===== config.mk =====
export PLATFORM = sky130hd
export DESIGN_NAME = half_bridge_ctrl_regs
export DESIGN_NICKNAME = d
export VERILOG_FILES = /design/src/hb_regs_pkg.sv /design/src/half_bridge_ctrl_regs.sv /design/src/pin_sync.sv
export SDC_FILE = /design/constraint.sdc
export NUM_CORES = 1
export LEC_CHECK = 0
export BUFFER_PORTS_ARGS = -buffer_cell sky130_fd_sc_hd__buf_2
export CAP_MARGIN = 15
export CORE_MARGIN = 2
export CORE_UTILIZATION = 55
export DETAILED_ROUTE_END_ITERATION = 16
export GPL_TIMING_DRIVEN = 0
export PLACE_DENSITY = 0.74
export REMOVE_ABC_BUFFERS = 1
export SETUP_SLACK_MARGIN = 0.02
export SLEW_MARGIN = 20
export SYNTH_ARGS = -nofsm -noshare
export SYNTH_HDL_FRONTEND = slang
export SYNTH_HIERARCHICAL = 1
export SYNTH_SLANG_ARGS = --single-unit
export TNS_END_PERCENT = 1

===== constraint.sdc =====
create_clock -name CLOCK_I -period 2.9 [get_ports CLOCK_I]
set_input_delay 0.145 -clock CLOCK_I [delete_from_list [all_inputs] [get_ports CLOCK_I]]
set_output_delay 0.145 -clock CLOCK_I [all_outputs]
set_load 0.01 [all_outputs]

===== src/hb_regs_pkg.sv =====
// constants of the half-bridge control register bank
// Summary of operation
// - After reset every control register holds 8'h00.
// - A serial command is sixteen bits: an address byte then a data byte.
// - The device never changes a control bit on its own; only a write does.
// - With address bit 7 high, the data byte is stored in the register.
// - Registers read back the last value written, or the reset value.
// - The lower switch register sits at bits 6:4 = 000, 3:2 = 00, 0 = 1.
// - Bit 2k+1 is high side and bit 2k low side of bridge k+1.
// - An enable bit at zero leaves its switch off, at one turns it on.
// - The upper switch register sits at bits 6:4 = 100, same layout.
// - Both enables of one bridge set turn both of its switches off.
// - The lower PWM source register sits at bits 6:4 = 110.
// - Two-bit fields pick the source of bridges 4 to 1, high to low.
// - Field code 00 is steady drive, 01 to 11 pick PWM channels 1 to 3.
package hb_regs_pkg;
	localparam int FRAME_BITS = 16;
	localparam int BYTE_BITS = 8;
	localparam int BRIDGES = 8;
	localparam int BRIDGES_PER_REG = 4;
	localparam int WRITE_FLAG_POS = 7;
	localparam logic [7:0] REG_RESET = 8'h00;
	localparam logic [2:0] SEL_SWITCH_LOWER = 3'h0;
	localparam logic [2:0] SEL_SWITCH_UPPER = 3'h4;
	localparam logic [2:0] SEL_PWM_LOWER = 3'h6;
	localparam logic [1:0] SEL_MIDDLE = 2'h0;
	localparam logic SEL_TAG = 1'h1;
	localparam logic [1:0] MODE_STEADY = 2'h0;
	localparam logic [1:0] MODE_PWM1 = 2'h1;
	localparam logic [1:0] MODE_PWM2 = 2'h2;
	localparam logic [1:0] MODE_PWM3 = 2'h3;
	localparam logic [4:0] ADDR_LAST_BIT = 5'h07;
	localparam logic [4:0] DATA_FIRST_BIT = 5'h08;
	localparam logic [4:0] DATA_LAST_BIT = 5'h0F;
	localparam logic [2:0] PIN_RESET = 3'h4;
	typedef enum logic [4:0] {
		ST_IDLE = 5'h01,
		ST_ADDR = 5'h02,
		ST_DATA = 5'h04,
		ST_FULL = 5'h08,
		ST_OVER = 5'h10
	} frame_state_e;
endpackage


===== src/half_bridge_ctrl_regs.sv =====
// serial control register bank of the eight half-bridge outputs
`timescale 1ns/1ns
`default_nettype none
module half_bridge_ctrl_regs #(
	parameter int BRIDGES = hb_regs_pkg::BRIDGES
) (
	input wire logic CLOCK_I,
	input wire logic RST_I,
	input wire logic SPI_CS_N_I,
	input wire logic SPI_CLK_I,
	input wire logic SPI_DATA_I,
	output var logic SPI_DATA_O,
	output var logic SPI_DATA_OE_O,
	output var logic [BRIDGES-1:0] HIGH_SIDE_ON_O,
	output var logic [BRIDGES-1:0] LOW_SIDE_ON_O,
	output var logic [7:0] PWM_SOURCE_O
);
	generate
		if (BRIDGES != 2 * hb_regs_pkg::BRIDGES_PER_REG) begin : g_bad
			$error("two switch registers serve exactly eight bridges");
		end
	endgenerate

	logic [2:0] pins_s;
	logic cs_n_prev_reg;
	logic sclk_prev_reg;
	hb_regs_pkg::frame_state_e state_reg;
	hb_regs_pkg::frame_state_e state_next;
	logic [4:0] bit_cnt_reg;
	logic [15:0] rx_reg;
	logic [7:0] tx_reg;
	logic oe_reg;
	logic [7:0] sw_lo_reg;
	logic [7:0] sw_hi_reg;
	logic [7:0] mode_reg;
	logic [BRIDGES-1:0] high_reg;
	logic [BRIDGES-1:0] low_reg;
	logic [7:0] pwm_reg;

	pin_sync #(
		.WIDTH(3),
		.RESET_VALUE(hb_regs_pkg::PIN_RESET)
	) u_pin_sync (
		.clk_i(CLOCK_I),
		.rst_i(RST_I),
		.d_i({SPI_CS_N_I, SPI_CLK_I, SPI_DATA_I}),
		.q_o(pins_s)
	);

	wire cs_n_s = pins_s[2];
	wire sclk_s = pins_s[1];
	wire sdi_s = pins_s[0];
	wire sclk_rise = sclk_s & ~sclk_prev_reg;
	wire sclk_fall = ~sclk_s & sclk_prev_reg;
	wire cs_fall = ~cs_n_s & cs_n_prev_reg;
	wire cs_rise = cs_n_s & ~cs_n_prev_reg;
	wire in_addr = state_reg == hb_regs_pkg::ST_ADDR;
	wire in_data = state_reg == hb_regs_pkg::ST_DATA;
	wire shifting = in_addr | in_data;

	// one-hot register select from an address byte; bit 1 is don't-care
	function automatic logic [2:0] decode(input logic [7:0] a);
		logic base;
		base = a[3:2] == hb_regs_pkg::SEL_MIDDLE
			&& a[0] == hb_regs_pkg::SEL_TAG;
		decode[0] = base && a[6:4] == hb_regs_pkg::SEL_SWITCH_LOWER;
		decode[1] = base && a[6:4] == hb_regs_pkg::SEL_SWITCH_UPPER;
		decode[2] = base && a[6:4] == hb_regs_pkg::SEL_PWM_LOWER;
	endfunction

	// address arrives first: it is in the low byte as the data byte starts, and in the high byte once the frame is full
	wire [2:0] rd_sel = decode(rx_reg[7:0]);
	wire [2:0] wr_sel = decode(rx_reg[15:8]);
	wire [7:0] rd_value = ({8{rd_sel[0]}} & sw_lo_reg)
		| ({8{rd_sel[1]}} & sw_hi_reg)
		| ({8{rd_sel[2]}} & mode_reg);
	wire load_tx = sclk_fall && in_data
		&& bit_cnt_reg == hb_regs_pkg::DATA_FIRST_BIT;
	wire shift_tx = sclk_fall && in_data && !load_tx;
	// short or long frames never commit
	wire commit = cs_rise && state_reg == hb_regs_pkg::ST_FULL;
	wire wr_en = commit && rx_reg[8 + hb_regs_pkg::WRITE_FLAG_POS];
	wire [15:0] sw_all = {sw_hi_reg, sw_lo_reg};
	logic [BRIDGES-1:0] high_want;
	logic [BRIDGES-1:0] low_want;
	logic [BRIDGES-1:0] high_drive;
	logic [BRIDGES-1:0] low_drive;

	generate
		for (genvar b = 0; b < BRIDGES; b++) begin : g_bridge
			assign high_want[b] = sw_all[2*b+1];
			assign low_want[b] = sw_all[2*b];
			// both on would short the supply, so both go off
			assign high_drive[b] = high_want[b] & ~low_want[b];
			assign low_drive[b] = low_want[b] & ~high_want[b];
		end
	endgenerate

	always_comb begin
		state_next = state_reg;
		case (state_reg)
			hb_regs_pkg::ST_IDLE: begin
				if (cs_fall)
					state_next = hb_regs_pkg::ST_ADDR;
			end
			hb_regs_pkg::ST_ADDR: begin
				if (cs_rise)
					state_next = hb_regs_pkg::ST_IDLE;
				else if (sclk_rise && bit_cnt_reg == hb_regs_pkg::ADDR_LAST_BIT)
					state_next = hb_regs_pkg::ST_DATA;
			end
			hb_regs_pkg::ST_DATA: begin
				if (cs_rise)
					state_next = hb_regs_pkg::ST_IDLE;
				else if (sclk_rise && bit_cnt_reg == hb_regs_pkg::DATA_LAST_BIT)
					state_next = hb_regs_pkg::ST_FULL;
			end
			hb_regs_pkg::ST_FULL: begin
				if (cs_rise)
					state_next = hb_regs_pkg::ST_IDLE;
				else if (sclk_rise)
					state_next = hb_regs_pkg::ST_OVER;
			end
			hb_regs_pkg::ST_OVER: begin
				if (cs_rise)
					state_next = hb_regs_pkg::ST_IDLE;
			end
			default: begin
				state_next = hb_regs_pkg::ST_IDLE;
			end
		endcase
	end

	always_ff @(posedge CLOCK_I or posedge RST_I) begin
		if (RST_I) begin
			cs_n_prev_reg <= 1'h1;
			sclk_prev_reg <= 1'h0;
			state_reg <= hb_regs_pkg::ST_IDLE;
		end else begin
			cs_n_prev_reg <= cs_n_s;
			sclk_prev_reg <= sclk_s;
			state_reg <= state_next;
		end
	end

	always_ff @(posedge CLOCK_I or posedge RST_I) begin
		if (RST_I) begin
			bit_cnt_reg <= 5'h00;
			rx_reg <= 16'h0000;
		end else if (cs_fall) begin
			bit_cnt_reg <= 5'h00;
		end else if (sclk_rise && shifting) begin
			bit_cnt_reg <= bit_cnt_reg + 5'h01;
			rx_reg <= {rx_reg[14:0], sdi_s};
		end
	end

	// address byte answers zeros; the data byte returns the register
	always_ff @(posedge CLOCK_I or posedge RST_I) begin
		if (RST_I) begin
			tx_reg <= 8'h00;
			oe_reg <= 1'h0;
		end else begin
			oe_reg <= ~cs_n_s;
			if (cs_fall)
				tx_reg <= 8'h00;
			else if (load_tx)
				tx_reg <= rd_value;
			else if (shift_tx)
				tx_reg <= {tx_reg[6:0], 1'h0};
		end
	end

	always_ff @(posedge CLOCK_I or posedge RST_I) begin
		if (RST_I) begin
			sw_lo_reg <= hb_regs_pkg::REG_RESET;
			sw_hi_reg <= hb_regs_pkg::REG_RESET;
			mode_reg <= hb_regs_pkg::REG_RESET;
		end else if (wr_en) begin
			if (wr_sel[0])
				sw_lo_reg <= rx_reg[7:0];
			if (wr_sel[1])
				sw_hi_reg <= rx_reg[7:0];
			if (wr_sel[2])
				mode_reg <= rx_reg[7:0];
		end
	end

	// mode fields pass through unchanged; codes 00..11 are decoded downstream
	always_ff @(posedge CLOCK_I or posedge RST_I) begin
		if (RST_I) begin
			high_reg <= '0;
			low_reg <= '0;
			pwm_reg <= hb_regs_pkg::REG_RESET;
		end else begin
			high_reg <= high_drive;
			low_reg <= low_drive;
			pwm_reg <= mode_reg;
		end
	end

	assign SPI_DATA_O = tx_reg[7];
	assign SPI_DATA_OE_O = oe_reg;
	assign HIGH_SIDE_ON_O = high_reg;
	assign LOW_SIDE_ON_O = low_reg;
	assign PWM_SOURCE_O = pwm_reg;
endmodule
`default_nettype wire


===== src/pin_sync.sv =====
// two-stage synchroniser for asynchronous serial pins
`timescale 1ns/1ns
`default_nettype none
module pin_sync #(
	parameter int WIDTH = 3,
	parameter logic [WIDTH-1:0] RESET_VALUE = '0
) (
	input wire logic clk_i,
	input wire logic rst_i,
	input wire logic [WIDTH-1:0] d_i,
	output var logic [WIDTH-1:0] q_o
);
	generate
		for (genvar i = 0; i < WIDTH; i++) begin : g_bit
			logic meta_reg;
			always_ff @(posedge clk_i or posedge rst_i) begin
				if (rst_i) begin
					meta_reg <= RESET_VALUE[i];
					q_o[i] <= RESET_VALUE[i];
				end else begin
					meta_reg <= d_i[i];
					q_o[i] <= meta_reg;
				end
			end
		end
	endgenerate
endmodule
`default_nettype wire


==> impl_metrics.csv <==
group,metric,value,unit
status,outcome,"completed",
min_path,hp-class,"primary input to async pin",
floorplanning,num_rows,30,
logic_synthesis,avgSynthCellArea,12.7,µm²
layout,largest_register_ffs,16,
setup_path,critPathMaxFanout,16,
power,irDropWorstVdd,0.343,mV
power,total_leakage_power,2.05,nW
sta,period_needed,2.39,ns
logic_synthesis,ys_ff_latch,91,
clock_tree,cts_resized,0,
sta,fin_ws,0.514,ns
place,place_hpwl,4.48,mm
flow_run,drv_cap,0,
drt,first_pass_iters,4,
setup_path,path_delay_family,"simple AND/OR/NAND/NOR gates",
setup_path,cp.required,3.15,ns
setup_path,startpoint_type,"register",
layout,fin_area,4200,µm²
sta,timing.hold.ws,0.265,ns
logic_synthesis,netlist_area,3750,µm²
setup_path,critPathArrivalTime,2.64,ns
clock_tree,htreeDepth,3,
place,dpl-instance-area,3990,µm²
logic_synthesis,ys_seq_area_frac,0.608,
logic_synthesis,synth_most_common_cell,"dfrtp_1",
clock_tree,cts.sinks,91,
floorplanning,dieHeight,86.6,µm
layout,nets,340,
grt,grt_max_degree,46,
clock_tree,clock-root-buffer,"clkbuf_8",
floorplanning,die_x,86.6,µm
clock_tree,cts.clk_slew.worst_paths,0.09,ns
drt,wirelength,6.59,mm
place,port_buffers,30,
logic_synthesis,ys.flop_type,"dfrtp_1",
sta,worstMarginPinSlew,0.796,ns
logic_synthesis,synth_area_leader_cell,"dfrtp_1",
clock_tree,ctsLongestPathBuffers,2,
setup_path,cpMaxStageDelayCell,"nand2b_1",
drt,first_iter_violations,139,
logic_synthesis,ys_types,43,
setup_path,critPathMaxStageDelay,0.61,ns
logic_synthesis,synth_top_area_share,0.580,
logic_synthesis,synth_area_leaders,"dfrtp_1 58%, mux2_2 12%, nor2b_1 3.2%",
clock_tree,cts_tree,"done",
grt,grt-ovfl-total,0,
drt,post_drt_wl_per_cell,15.8,µm
setup_path,path_class,"register to register",
grt,grt_antenna_before_repair,0,
drt,routed-via-count,2308,
logic_synthesis,synthTopCellsByCount,"87 x dfrtp_1, 40 x mux2_2, 19 x nor2_1, 19 x nor2b_1, 17 x nand2_1",
sta,finalSetupViolations,0,
logic_synthesis,synthCells,296,
drt,ant_nets,0,
drt,drcViolationCount,0,
floorplanning,io_pins,31,
clock_tree,cts-buffers-inserted,9,
place,pre_cts_ws,0.524,ns
sta,finalMaxSlewViolations,0,
setup_path,cp_cell_sequence,"nor3_1, nand3_1, nand2b_1, mux2_2",
clock_tree,post_cts_buffers,0,
floorplanning,start_util,0.561,
layout,antenna_cells,0,
floorplanning,core_area,6680,µm²
layout,syn2layout_area_growth,12.1,%
sta,fmax,0.419,GHz
layout,drive_above_1_share,0.303,
power,p_per_area,580,nW/µm²
logic_synthesis,synth_warnings,6,
clock_tree,clkLatencyLatePin,0.36,ns
setup_path,path_buf_inv,0,
setup_path,cp-end-kind,"register",
grt,grt_pass1_vias,2327,
logic_synthesis,synth_edf_count,0,
sta,fin_skew,0.00685,ns
place,gp_congestion,0.858,
grt,grt_pass1_wl,11.2,mm
sta,slew_headroom,0.462,
grt,grt_usage,0.198,
sta,fin_crit_sh,0.823,
drt,routed_via_density,5.53,
setup_path,rrSetupSlack,0.51,ns
floorplanning,dieArea,7500,µm²
sta,hold_violations,0,
clock_tree,cts_hold_buf,4,
logic_synthesis,synth-async-reset-ratio,1.00,
sta,rsz0062_at_grt,"false",
## where the power goes
group	internal, W	leakage [nW]	switching, W
clock network	0.000313	0.0779	0.000453
registers	0.00132	1.24	0.0000720
logic	0.000119	0.737	0.000157
## final cells by class
cell class                 count  area, µm²
timing repair buffer          35        210
clock buffer                   9        124
multi-input combinational    180       1380
tap                           80        100
inverter                      15       58.8
clock inverter                 7       52.6
fill                         518       2480
sequential                    91       2280
## stage by stage
step | cells | power [W] | util | setup TNS [ns]
global placement | 396 | 0.00167 | 0.592 | -29.89
finish | 417 | 0.00244 | 0.629 | 0
floorplan | 286 | 0.00161 | - | 0
global route | 417 | 0.00256 | 0.629 | 0
detailed placement | 397 | 0.00169 | 0.597 | 0
CTS | 417 | 0.00246 | 0.629 | 0
## cell families after synthesis
family	count (synthesis)	synth area share
buf+inv	25	0.0280
xor+xnor	3	0.00701
flops	91	0.608
fa+ha+maj	3	0.0100
compound gates	38	0.0650
mux	49	0.144
simple gates	87	0.137
## worst min-delay path, cell delays in order
cell and delay (ns):
dlygate4sd3_1 0.54, buf_2 0.14, inv_1 0.17
## worst paths after layout
check | to | startpoint | cells after the start
setup / recovery | rx_reg[10] | state_reg[3] | 4
hold / removal | u_pin_sync/g_bit[0].meta_reg | RST_I | 3
setup reg to reg | rx_reg[10] | state_reg[3] | 4
hold reg to reg | u_pin_sync/q_o[1] | u_pin_sync/g_bit[1].meta_reg | 0
max in group asynchronous | cs_n_prev_reg | RST_I | 4
min in group CLOCK_I | u_pin_sync/q_o[1] | u_pin_sync/g_bit[1].meta_reg | 0
## cell usage in the layout, fill, tap and decap left out, drive strengths merged, types with 2 or more instances in the layout
| cell | instances |
|---|---|
| clkinvlp | 4 |
| nand2 | 17 |
| and3 | 2 |
| nand4 | 3 |
| dlygate4sd3 | 4 |
| and2 | 2 |
| clkinv | 2 |
| nor2 | 20 |
| xor2 | 2 |
| o21ai | 11 |
| dfstp | 4 |
| nor3 | 5 |
| inv | 16 |
| ha | 3 |
| nor4b | 2 |
| nand2b | 4 |
| mux2i | 9 |
| nand3 | 3 |
| nor3b | 3 |
| clkbuf | 9 |
| o32ai | 8 |
| dfrtp | 87 |
| a21oi | 11 |
| a211oi | 2 |
| mux2 | 40 |
| a32oi | 2 |
| nor2b | 19 |
| buf | 31 |
| nor4 | 2 |
| or3 | 2 |
## per-layer routing
layer / global-route usage / up-vias / wire length, µm
met5: 0 / - / 0
met4: 0.101 / 0 / 169
met3: 0.0362 / 15 / 225
met2: 0.313 / 60 / 3310
met1: 0.262 / 1131 / 2890
li1: - / 1102 / -
No activity file was read; power rests on OpenSTA's default activity.
